[src/sepc_regs.svh]
// Constants of the serial command and write-protection front end.
// Assumes inclusion by bare name from the decoder and checker files.
`ifndef SEPC_REGS_SVH
`define SEPC_REGS_SVH

// Opcodes with the don't-care bit cleared, and the mask that clears it.
`define SEPC_OP_KEY_MASK 8'hF7
`define SEPC_OP_SET_WL 8'h06
`define SEPC_OP_CLR_WL 8'h04
`define SEPC_OP_SR_RD 8'h05
`define SEPC_OP_SR_WR 8'h01
`define SEPC_OP_ARR_RD 8'h03
`define SEPC_OP_ARR_WR 8'h02
`define SEPC_OP_ID_RD 8'h83
`define SEPC_OP_ID_WR 8'h82

// Status byte field positions.
`define SEPC_SR_BUSY 0
`define SEPC_SR_WEN 1
`define SEPC_SR_BP_LO 2
`define SEPC_SR_BP_HI 3
`define SEPC_SR_HW_PROTECT_ENABLE_BIT 7
`define SEPC_SR_ALL_BUSY 8'hFF

// Address and data key positions and protected range bases.
`define SEPC_ADDR_SEL_BIT 7
`define SEPC_LOCK_KEY_BIT 1
`define SEPC_QTR_BASE 10'h300
`define SEPC_HALF_BASE 10'h200

// Reset and delivered-state values.
`define SEPC_BP_RESET 2'h0
`define SEPC_HW_PROTECT_ENABLE_BIT_RESET 1'h0
`define SEPC_WEN_RESET 1'h0

`endif

[src/sepc_pkg.sv]
// Types shared by the serial command and write-protection front end.
// Assumes the constants header is on the include path.
package sepc_pkg;

    // Frame sequencer states.
    typedef enum logic [2:0] {
        SEPC_ST_OPCODE = 3'h0,
        SEPC_ST_NOARG = 3'h1,
        SEPC_ST_ADDR = 3'h2,
        SEPC_ST_IN = 3'h3,
        SEPC_ST_OUT = 3'h4,
        SEPC_ST_IGNORE = 3'h5
    } sepc_state_type;

    // Kind of self-timed programming cycle handed to the storage core.
    typedef enum logic [1:0] {
        SEPC_PK_ARRAY = 2'h0,
        SEPC_PK_STATUS = 2'h1,
        SEPC_PK_IDPAGE = 2'h2,
        SEPC_PK_LOCK = 2'h3
    } sepc_kind_type;

    // Source of the byte shifted out.
    typedef enum logic [1:0] {
        SEPC_SRC_STATUS = 2'h0,
        SEPC_SRC_MEM = 2'h1,
        SEPC_SRC_ID = 2'h2,
        SEPC_SRC_LOCK = 2'h3
    } sepc_src_type;

endpackage : sepc_pkg

[src/sepc_pin_sync.sv]
// Two-stage synchronisers for the serial pins.
// Assumes every input is asynchronous to clk_sys.
`timescale 1ns/1ps
`default_nettype none
module sepc_pin_sync (
    input wire logic clk_sys,
    input wire logic rstn,
    input wire logic [3:0] pin_in,
    input wire logic [3:0] pin_rst_val,
    output logic [3:0] pin_sync_ff
);
    logic [3:0] meta_ff;

    // One flop pair per pin; only the second stage is read outside.
    genvar gi;
    generate
        for (gi = 0; gi < 4; gi = gi + 1) begin : g_bit
            always_ff @(posedge clk_sys or negedge rstn) begin
                if (!rstn) begin
                    meta_ff[gi] <= 1'b1;
                    pin_sync_ff[gi] <= 1'b1;
                end else begin
                    meta_ff[gi] <= pin_in[gi];
                    pin_sync_ff[gi] <= meta_ff[gi];
                end
            end
        end
    endgenerate
endmodule : sepc_pin_sync
`default_nettype wire

[src/sepc_cmd_protect.sv]
// Serial command decoder and write-protection logic of a serial EEPROM.
// Assumes the storage core answers on clk_sys and serial pins are async.
`timescale 1ns/1ps
`default_nettype none
`include "sepc_regs.svh"
module sepc_cmd_protect
    import sepc_pkg::*;
(
    input wire logic clk_sys,
    input wire logic rstn,
    input wire logic cs_n_pin,
    input wire logic sck_pin,
    input wire logic si_pin,
    input wire logic wp_n_pin,
    input wire logic [7:0] mem_rd_data,
    input wire logic [7:0] id_rd_data,
    input wire logic id_locked,
    input wire logic prog_done,
    output logic so_ff,
    output logic so_oe_ff,
    output logic [9:0] mem_addr_ff,
    output logic mem_rd_ff,
    output logic mem_wr_ff,
    output logic [4:0] id_addr_ff,
    output logic id_rd_ff,
    output logic id_wr_ff,
    output logic [7:0] wr_data_ff,
    output logic prog_start_ff,
    output logic [1:0] prog_kind_ff,
    output logic busy_ff,
    output logic wen_ff,
    output logic [1:0] bp_ff,
    output logic hw_protect_enable_bit_ff
);

    logic [3:0] pin_sync;
    logic cs_n_s;
    logic sck_s;
    logic si_s;
    logic wp_n_s;
    logic sck_d_ff;
    logic cs_d_ff;
    logic sck_rise;
    logic sck_fall;
    logic cs_rise;
    sepc_state_type state_ff;
    sepc_state_type nxt_state;
    sepc_state_type op_state;
    logic [2:0] bit_cnt_ff;
    logic [7:0] rx_ff;
    logic [7:0] rx_byte;
    logic byte_done;
    logic [7:0] op_key;
    logic [7:0] opcode_ff;
    logic [7:0] addr_hi_ff;
    logic addr_hi_done_ff;
    logic addr_done;
    logic sel_lock_ff;
    logic [9:0] ptr_ff;
    logic [9:0] nxt_ptr;
    logic is_id_op;
    sepc_src_type out_src;
    logic out_load;
    logic [7:0] status_byte;
    logic [7:0] load_byte;
    logic [7:0] tx_ff;
    logic in_byte;
    logic got_data_ff;
    logic lock_key_ff;
    logic [7:0] sr_data_ff;
    logic [7:0] pend_sr_ff;
    logic hw_prot;
    logic noarg_end;
    logic commit_frame;
    logic commit_go;
    sepc_kind_type commit_kind;
    logic cycle_end;

    // Pins cross into clk_sys before anything looks at them.
    sepc_pin_sync u_sync (
        .clk_sys(clk_sys),
        .rstn(rstn),
        .pin_in({wp_n_pin, si_pin, sck_pin, cs_n_pin}),
        .pin_rst_val(4'hF),
        .pin_sync_ff(pin_sync)
    );
    assign cs_n_s = pin_sync[0];
    assign sck_s = pin_sync[1];
    assign si_s = pin_sync[2];
    assign wp_n_s = pin_sync[3];

    // Edge detectors on the synchronised serial clock and select.
    always_ff @(posedge clk_sys or negedge rstn) begin
        if (!rstn) begin
            sck_d_ff <= 1'b0;
            cs_d_ff <= 1'b1;
        end else begin
            sck_d_ff <= sck_s;
            cs_d_ff <= cs_n_s;
        end
    end

    // Clock edges only count while the frame is open.
    assign sck_rise = ~cs_n_s & sck_s & ~sck_d_ff;
    assign sck_fall = ~cs_n_s & ~sck_s & sck_d_ff;
    assign cs_rise = cs_n_s & ~cs_d_ff;

    // Receive shift is MSB first; a byte closes on its eighth rise.
    assign rx_byte = {rx_ff[6:0], si_s};
    assign byte_done = sck_rise & (bit_cnt_ff == 3'h7);
    assign op_key = rx_byte & `SEPC_OP_KEY_MASK;
    assign addr_done = byte_done & addr_hi_done_ff
        & (state_ff == SEPC_ST_ADDR);
    assign is_id_op = opcode_ff[7];
    assign hw_prot = hw_protect_enable_bit_ff & ~wp_n_s;

    // Bit counter and receive register.
    always_ff @(posedge clk_sys or negedge rstn) begin
        if (!rstn) begin
            bit_cnt_ff <= 3'h0;
            rx_ff <= 8'h00;
        end else if (cs_n_s) begin
            bit_cnt_ff <= 3'h0;
        end else if (sck_rise) begin
            bit_cnt_ff <= bit_cnt_ff + 3'h1;
            rx_ff <= rx_byte;
        end
    end

    // Opcode decode; a busy device takes nothing but the status read.
    always_comb begin
        op_state = SEPC_ST_IGNORE;
        case (op_key)
            `SEPC_OP_SET_WL: op_state = SEPC_ST_NOARG;
            `SEPC_OP_CLR_WL: op_state = SEPC_ST_NOARG;
            `SEPC_OP_SR_RD: op_state = SEPC_ST_OUT;
            `SEPC_OP_SR_WR: op_state = SEPC_ST_IN;
            `SEPC_OP_ARR_RD: op_state = SEPC_ST_ADDR;
            `SEPC_OP_ARR_WR: op_state = SEPC_ST_ADDR;
            `SEPC_OP_ID_RD: op_state = SEPC_ST_ADDR;
            `SEPC_OP_ID_WR: op_state = SEPC_ST_ADDR;
            default: op_state = SEPC_ST_IGNORE;
        endcase
        if (busy_ff && op_key != `SEPC_OP_SR_RD) begin
            op_state = SEPC_ST_IGNORE;
        end
    end

    // Frame sequencer; select high always returns to the opcode phase.
    always_comb begin
        nxt_state = state_ff;
        if (cs_n_s) begin
            nxt_state = SEPC_ST_OPCODE;
        end else begin
            case (state_ff)
                SEPC_ST_OPCODE: begin
                    if (byte_done) begin
                        nxt_state = op_state;
                    end
                end
                SEPC_ST_NOARG: begin
                    // Extra bits spoil the byte boundary, so drop it.
                    if (sck_rise) begin
                        nxt_state = SEPC_ST_IGNORE;
                    end
                end
                SEPC_ST_ADDR: begin
                    if (addr_done) begin
                        nxt_state = opcode_ff[0] ? SEPC_ST_OUT
                            : SEPC_ST_IN;
                    end
                end
                SEPC_ST_IN: nxt_state = SEPC_ST_IN;
                SEPC_ST_OUT: nxt_state = SEPC_ST_OUT;
                SEPC_ST_IGNORE: nxt_state = SEPC_ST_IGNORE;
                default: nxt_state = SEPC_ST_IGNORE;
            endcase
        end
    end

    always_ff @(posedge clk_sys or negedge rstn) begin
        if (!rstn) begin
            state_ff <= SEPC_ST_OPCODE;
        end else begin
            state_ff <= nxt_state;
        end
    end

    // Opcode and address capture; only the low ten bits reach the array.
    always_ff @(posedge clk_sys or negedge rstn) begin
        if (!rstn) begin
            opcode_ff <= 8'h00;
            addr_hi_ff <= 8'h00;
            addr_hi_done_ff <= 1'b0;
            sel_lock_ff <= 1'b0;
        end else if (cs_n_s) begin
            addr_hi_done_ff <= 1'b0;
        end else if (byte_done && state_ff == SEPC_ST_OPCODE) begin
            opcode_ff <= op_key;
        end else if (byte_done && state_ff == SEPC_ST_ADDR) begin
            addr_hi_ff <= rx_byte;
            addr_hi_done_ff <= 1'b1;
            if (addr_hi_done_ff) begin
                sel_lock_ff <= rx_byte[`SEPC_ADDR_SEL_BIT];
            end
        end
    end

    // Output source follows the opcode and the address key.
    always_comb begin
        out_src = SEPC_SRC_MEM;
        if (opcode_ff == `SEPC_OP_SR_RD) begin
            out_src = SEPC_SRC_STATUS;
        end else if (is_id_op) begin
            out_src = sel_lock_ff ? SEPC_SRC_LOCK
                : SEPC_SRC_ID;
        end
    end

    // A new output byte is loaded on the fall that starts it.
    assign out_load = sck_fall & (state_ff == SEPC_ST_OUT)
        & (bit_cnt_ff == 3'h0);
    assign in_byte = byte_done & (state_ff == SEPC_ST_IN);

    // Array pointers wrap over the whole array when reading and within
    // the 32-byte page when writing; the ID page steps its five bits.
    always_comb begin
        nxt_ptr = ptr_ff;
        if (addr_done) begin
            nxt_ptr = {addr_hi_ff[1:0], rx_byte};
        end else if (out_load && !is_id_op) begin
            nxt_ptr = ptr_ff + 10'h001;
        end else if (out_load || in_byte) begin
            nxt_ptr = {ptr_ff[9:5], ptr_ff[4:0] + 5'h01};
        end
    end

    always_ff @(posedge clk_sys or negedge rstn) begin
        if (!rstn) begin
            ptr_ff <= 10'h000;
        end else begin
            ptr_ff <= nxt_ptr;
        end
    end

    // Storage core requests; the core holds read data until the next
    // request, which leaves a whole byte time to fetch ahead.
    always_ff @(posedge clk_sys or negedge rstn) begin
        if (!rstn) begin
            mem_addr_ff <= 10'h000;
            id_addr_ff <= 5'h00;
            mem_rd_ff <= 1'b0;
            id_rd_ff <= 1'b0;
            mem_wr_ff <= 1'b0;
            id_wr_ff <= 1'b0;
            wr_data_ff <= 8'h00;
        end else begin
            mem_rd_ff <= 1'b0;
            id_rd_ff <= 1'b0;
            mem_wr_ff <= 1'b0;
            id_wr_ff <= 1'b0;
            if ((addr_done && opcode_ff[0]) || out_load) begin
                mem_addr_ff <= nxt_ptr;
                id_addr_ff <= nxt_ptr[4:0];
                mem_rd_ff <= (out_src == SEPC_SRC_MEM);
                id_rd_ff <= (out_src == SEPC_SRC_ID);
            end else if (in_byte) begin
                mem_addr_ff <= ptr_ff;
                id_addr_ff <= ptr_ff[4:0];
                wr_data_ff <= rx_byte;
                // Bytes inside the protected range never reach storage.
                mem_wr_ff <= (opcode_ff == `SEPC_OP_ARR_WR) & wen_ff
                    & ~in_block(bp_ff, ptr_ff);
                id_wr_ff <= (opcode_ff == `SEPC_OP_ID_WR) & ~sel_lock_ff
                    & wen_ff & ~id_locked;
            end
        end
    end

    // Protected range lookup by block-protect pattern.
    function automatic logic in_block(input logic [1:0] bp,
                                      input logic [9:0] a);
        case (bp)
            2'b00: in_block = 1'b0;
            2'b01: in_block = (a >= `SEPC_QTR_BASE);
            2'b10: in_block = (a >= `SEPC_HALF_BASE);
            default: in_block = 1'b1;
        endcase
    endfunction : in_block

    // Data-in bookkeeping for status and lock commands.
    always_ff @(posedge clk_sys or negedge rstn) begin
        if (!rstn) begin
            got_data_ff <= 1'b0;
            lock_key_ff <= 1'b0;
            sr_data_ff <= 8'h00;
        end else if (cs_n_s) begin
            got_data_ff <= 1'b0;
        end else if (in_byte) begin
            got_data_ff <= 1'b1;
            lock_key_ff <= rx_byte[`SEPC_LOCK_KEY_BIT];
            sr_data_ff <= rx_byte;
        end
    end

    // Status byte; a running cycle forces every bit high.
    always_comb begin
        status_byte = 8'h00;
        status_byte[`SEPC_SR_HW_PROTECT_ENABLE_BIT] = hw_protect_enable_bit_ff;
        status_byte[`SEPC_SR_BP_HI] = bp_ff[1];
        status_byte[`SEPC_SR_BP_LO] = bp_ff[0];
        status_byte[`SEPC_SR_WEN] = wen_ff;
        status_byte[`SEPC_SR_BUSY] = busy_ff;
        if (busy_ff) begin
            status_byte = `SEPC_SR_ALL_BUSY;
        end
    end

    always_comb begin
        case (out_src)
            SEPC_SRC_STATUS: load_byte = status_byte;
            SEPC_SRC_MEM: load_byte = mem_rd_data;
            SEPC_SRC_ID: load_byte = id_rd_data;
            default: load_byte = {7'h00, id_locked};
        endcase
    end

    // Serial output changes on falling clock edges, MSB first, and clears when select goes high.
    always_ff @(posedge clk_sys or negedge rstn) begin
        if (!rstn) begin
            so_ff <= 1'b0;
            so_oe_ff <= 1'b0;
            tx_ff <= 8'h00;
        end else if (cs_n_s) begin
            so_ff <= 1'b0;
            so_oe_ff <= 1'b0;
        end else if (sck_fall && state_ff == SEPC_ST_OUT) begin
            so_oe_ff <= 1'b1;
            if (bit_cnt_ff == 3'h0) begin
                so_ff <= load_byte[7];
                tx_ff <= {load_byte[6:0], 1'b0};
            end else begin
                so_ff <= tx_ff[7];
                tx_ff <= {tx_ff[6:0], 1'b0};
            end
        end
    end

    // Operations start only when select rises on a byte boundary.
    assign noarg_end = cs_rise & (state_ff == SEPC_ST_NOARG)
        & (bit_cnt_ff == 3'h0);
    assign commit_frame = cs_rise & (state_ff == SEPC_ST_IN)
        & (bit_cnt_ff == 3'h0) & got_data_ff;

    // Each write kind but the array write, which needs only the latch, checks its own protection before it may start.
    always_comb begin
        commit_kind = SEPC_PK_ARRAY;
        commit_go = 1'b0;
        case (opcode_ff)
            `SEPC_OP_SR_WR: begin
                commit_kind = SEPC_PK_STATUS;
                commit_go = wen_ff & ~hw_prot;
            end
            `SEPC_OP_ARR_WR: begin
                commit_kind = SEPC_PK_ARRAY;
                commit_go = wen_ff;
            end
            `SEPC_OP_ID_WR: begin
                if (sel_lock_ff) begin
                    commit_kind = SEPC_PK_LOCK;
                    commit_go = wen_ff & ~id_locked & lock_key_ff
                        & (bp_ff != 2'b11);
                end else begin
                    commit_kind = SEPC_PK_IDPAGE;
                    commit_go = wen_ff & ~id_locked;
                end
            end
            default: commit_go = 1'b0;
        endcase
        commit_go = commit_go & commit_frame;
    end

    assign cycle_end = busy_ff & prog_done;

    // Programming cycle handshake with the storage core.
    always_ff @(posedge clk_sys or negedge rstn) begin
        if (!rstn) begin
            busy_ff <= 1'b0;
            prog_start_ff <= 1'b0;
            prog_kind_ff <= SEPC_PK_ARRAY;
            pend_sr_ff <= 8'h00;
        end else begin
            prog_start_ff <= commit_go;
            if (commit_go) begin
                busy_ff <= 1'b1;
                prog_kind_ff <= commit_kind;
                pend_sr_ff <= sr_data_ff;
            end else if (cycle_end) begin
                busy_ff <= 1'b0;
            end
        end
    end

    // Nonvolatile status bits update when the status cycle completes;
    // they come up in the delivered state.
    always_ff @(posedge clk_sys or negedge rstn) begin
        if (!rstn) begin
            bp_ff <= `SEPC_BP_RESET;
            hw_protect_enable_bit_ff <= `SEPC_HW_PROTECT_ENABLE_BIT_RESET;
        end else if (cycle_end && prog_kind_ff == SEPC_PK_STATUS) begin
            bp_ff <= {pend_sr_ff[`SEPC_SR_BP_HI],
                      pend_sr_ff[`SEPC_SR_BP_LO]};
            // The pin may have dropped during the cycle; hold the bit.
            hw_protect_enable_bit_ff <= pend_sr_ff[`SEPC_SR_HW_PROTECT_ENABLE_BIT]
                | (hw_protect_enable_bit_ff & ~wp_n_s);
        end
    end

    // Write-enable latch: set by its command, cleared by disable and by
    // the end of a status or array write cycle.
    always_ff @(posedge clk_sys or negedge rstn) begin
        if (!rstn) begin
            wen_ff <= `SEPC_WEN_RESET;
        end else if (noarg_end && opcode_ff == `SEPC_OP_SET_WL) begin
            wen_ff <= 1'b1;
        end else if (noarg_end && opcode_ff == `SEPC_OP_CLR_WL) begin
            wen_ff <= 1'b0;
        end else if (cycle_end && (prog_kind_ff == SEPC_PK_STATUS
                     || prog_kind_ff == SEPC_PK_ARRAY)) begin
            wen_ff <= 1'b0;
        end
    end

endmodule : sepc_cmd_protect
`default_nettype wire

[config.mk]
export PLATFORM = sky130hd
export DESIGN_NAME = sepc_cmd_protect
export DESIGN_NICKNAME = d
export VERILOG_FILES = /design/src/sepc_pkg.sv /design/src/sepc_pin_sync.sv /design/src/sepc_cmd_protect.sv
export VERILOG_INCLUDE_DIRS = /design/src
export SDC_FILE = /design/constraint.sdc
export NUM_CORES = 1
export LEC_CHECK = 0
export BUFFER_PORTS_ARGS = -buffer_cell sky130_fd_sc_hd__buf_2
export CORE_ASPECT_RATIO = 1.75
export CORE_UTILIZATION = 55
export CTS_BUF_LIST = sky130_fd_sc_hd__clkbuf_8 sky130_fd_sc_hd__clkbuf_16
export DETAILED_ROUTE_END_ITERATION = 12
export GPL_ROUTABILITY_DRIVEN = 0
export GPL_TIMING_DRIVEN = 0
export PLACE_DENSITY_LB_ADDON = 0.15
export SLEW_MARGIN = 20
export SYNTH_ARGS = -nofsm -noshare
export SYNTH_HDL_FRONTEND = slang
export SYNTH_SLANG_ARGS = --single-unit
[constraint.sdc]
create_clock -name clk_sys -period 2.6 [get_ports clk_sys]
set_input_delay 0.52 -clock clk_sys [delete_from_list [all_inputs] [get_ports clk_sys]]
set_output_delay 0.52 -clock clk_sys [all_outputs]
set_load 0.02 [all_outputs]
==> metrics.md <==
| Metric | Value |
|---|---|
| Final worst slack | `0.116 ns` |
| Slowest CP cell | `dfstp_2` |
| Synthesized area | `4210 um2` |
| Synth warn | `0` |
| Final setup viols | `0` |
| Synth top cells by count | `dfrtp_1, nand2_1, nor2_1` |
| Initial detailed-routing violation count | `244` |
| Layout cells sized above 1 | `0.252` |
| Startpoint types | `register` |
| RSZ-0062 raised after global routing | `false` |
| Pre-CTS setup slack | `-0.0487 ns` |
| First-pass GRT wire length | `15600 um` |
| Post-synth cell types | `56` |
| Grt ovf | `0` |
| Crit. End Element | `register` |
| Number of synthesized flops with an enable pin | `0` |
| CTS Buf Count | `9` |
| Die area | `8030 um2` |
| Layout area overhead | `18.5%` |
| WL final | `9790 um` |
| Crit path DAT | `2.71 ns` |
| # DRC | `0` |
| Total power | `3.06 mW` |
| Max Clk Rate | `403 MHz` |
| Most common cell in the netlist | `dfrtp_1` |
| Row cnt | `41` |
| Clk_skew | `0.00758 ns` |
| Global route hottest layer | `met2` |
| Max-cap violations | `0` |
| Hpwl dp | `6920 um` |
| ANT nets after route | `0` |
| Worst-Margin Slew | `0.747 ns` |
| CTS tree | `done` |
| VDD IR max | `448 uV` |
| Clk_lat worst skew | `0.35 ns` |
| H-tree Lvls | `3` |
| Hold Vio Cnt, Final | `0` |
| Cells after Synth | `401` |
| Max Buffers Root-to-Sink | `2` |
| Placed cells | `548` |
| Root buffer cell | `clkbuf_16` |
| Vias in the first global route | `3154` |
| Status | `finished clean` |
| Vias | `3294` |
| Core area | `7340 um2` |
| Setup TNS | `0 ns` |
| Required time of the critical path | `2.83 ns` |
| Final period utilization | `0.956` |
| Largest net degree at the start of global routing | `55` |
| GR Util All Layers | `0.266` |
| Antenna violations before repair | `0` |
| IO buf count | `60` |
| Ys flop type | `dfrtp_1` |
| PD cells | `614 nW/um2` |
| Static leakage | `2.48 nW` |
| Die X | `68.2 um` |
| GR Util met3 | `0.0688` |
| Async SR Flop Fraction | `1.00` |
| Clock slew seen by the registers of the worst setup and hold paths | `0.06 ns` |
| Share of the synthesized area in the top cell type | `0.487` |
| WHS | `0.138 ns` |
| Antenna cells | `0` |
| Final #Nets | `505` |
| Sequence of cells on the critical path | `clkbuf_1 -> nand2_1 -> nor3_1 -> nand3_1 -> a211o_1 -> mux2_1` |
| Pre-Repair DR Iteration Count | `5` |
| Hold Buf Count CTS | `0` |
| Met2 Track Usage GR | `0.439` |
| Hold WC Path Type | `input port to async pin` |
| # clock sinks | `91` |
| Met1 Use GR | `0.309` |
| Fillcell total | `592` |
| Mean area per synthesized cell | `10.5 um2` |
| Register area share after synthesis | `0.543` |
| Cell taking the most area after synthesis | `dfrtp_1` |
| Initial Util | `0.574` |
| Synthesized net count | `430` |
| Avg Vias per Cell | `5.82` |
| I/O pin total | `61` |
| WL/cell | `17.3 um` |
| Headroom to the max-slew limit | `0.500` |
| WS Path Type | `register to register` |
| Max stage delay on crit path | `0.55 ns` |
| Crit-path max FO | `10` |
| Die Y-Extent | `118 um` |
| Number of synthesized register bits | `91` |
| Post-route insts no fill | `566` |
| Top cells by area, synth | `dfrtp_1, dfstp_2, nand2_1` |
| Crit path time final | `2.48 ns` |
| Max-slew violations | `0` |
## cells in the final DEF (no fill, tap or decap), types with 4 or more instances in the layout
cell,count
a22o_1,8
mux2_1,17
ha_1,5
buf_2,60
o21a_1,4
dfstp_2,9
nor3_1,9
o21ai_1,20
nor2b_1,5
mux2_2,8
nand2_1,61
xnor2_1,10
a21oi_1,19
buf_4,11
a21o_1,8
nor2_1,28
clkbuf_1,14
a221oi_1,4
clkbuf_16,9
nand2b_1,5
o21ai_0,7
nand3_1,5
dfrtp_1,82
inv_1,12
## worst paths after layout
| path | slack (ns) | endpoint | start | cells past startpoint |
|---|---|---|---|---|
| max in group asynchronous | 1.74 | u_sync.pin_sync_ff[3] | rstn | 2 |
| hold / removal | 0.14 | so_oe_ff | rstn | 1 |
| hold reg to reg | 0.35 | u_sync.pin_sync_ff[0] | u_sync.meta_ff[0] | 0 |
| min in group clk_sys | 0.27 | u_sync.meta_ff[2] | si_pin | 1 |
| setup / recovery | 0.12 | prog_kind_ff[0] | u_sync.pin_sync_ff[0] | 6 |
| setup reg to reg | 0.12 | prog_kind_ff[0] | u_sync.pin_sync_ff[0] | 6 |
## registers in the layout, summed over array words and instances, names as in the netlist, 4 cells and up
name                flops
sr_data_ff              4
u_sync.pin_sync_ff      4
mem_addr_ff            10
ptr_ff                 10
rx_ff                   7
u_sync.meta_ff          4
wr_data_ff              8
tx_ff                   7
opcode_ff               7
## power by group
part	internal [mW]	leakage [nW]	total [mW]	switching (mW)
Clock	0.761	0.138	1.29	0.527
Sequential	1.48	1.18	1.55	0.0755
Combinational	0.0973	1.15	0.226	0.128
Total	2.33	2.48	3.06	0.731
## worst max-delay path, delay by kind of cell, from the launching register on
kind                   cells  cell delay [ns]
flip-flops                 1             0.55
buffers and inverters      1             0.43
multiplexers               1             0.36
AND/OR/NAND/NOR            3             0.62
AO/OA/AOI/OAI              1             0.38
## final cells by class
| cell class | instances | area, um2 | share of cell area |
|---|---|---|---|
| Timing Repair Buffer | 66 | 368 | 0.0737 |
| Buffer | 22 | 111 | 0.0223 |
| Multi-Input combinational cell | 272 | 1770 | 0.355 |
| Inverter | 14 | 52.6 | 0.0105 |
| Sequential cell | 91 | 2290 | 0.458 |
| Clock buffer | 10 | 239 | 0.0479 |
| Tap cell | 86 | 108 | 0.0215 |
| Clock inverter | 5 | 56.3 | 0.0113 |
## per-layer routing
metal | vias to the layer above | part of all wire
met5 | - | 0
met4 | 0 | 0.028
met3 | 19 | 0.043
met2 | 84 | 0.52
met1 | 1632 | 0.41
li1 | 1559 | -
## logic make-up after synthesis
kind of cell | count (synthesis) | share of synthesized area
buffers and inverters | 38 | 0.0404
AOI/OAI and AO/OA | 88 | 0.138
adders and majority gates | 5 | 0.0149
DFF | 91 | 0.543
xor gates and xnor gates | 10 | 0.0208
muxes | 27 | 0.0716
and+or+nand+nor | 142 | 0.171
## stage by stage
stage	utilization	instance area, um2
floorplan	-	4210
global placement	0.630	4620
detailed placement	0.634	4650
CTS	0.674	4940
global route	0.681	4990
finish	0.681	4990
## timing repair
item / in CTS / in global routing
buffers inserted: 0 / 5
hold endpoints to repair: 0 / 0
pin swaps: 0 / 3
endpoints found under the setup margin: 3 / 28
gates resized for setup: 0 / 7
Power figures use the tool's default switching activity.
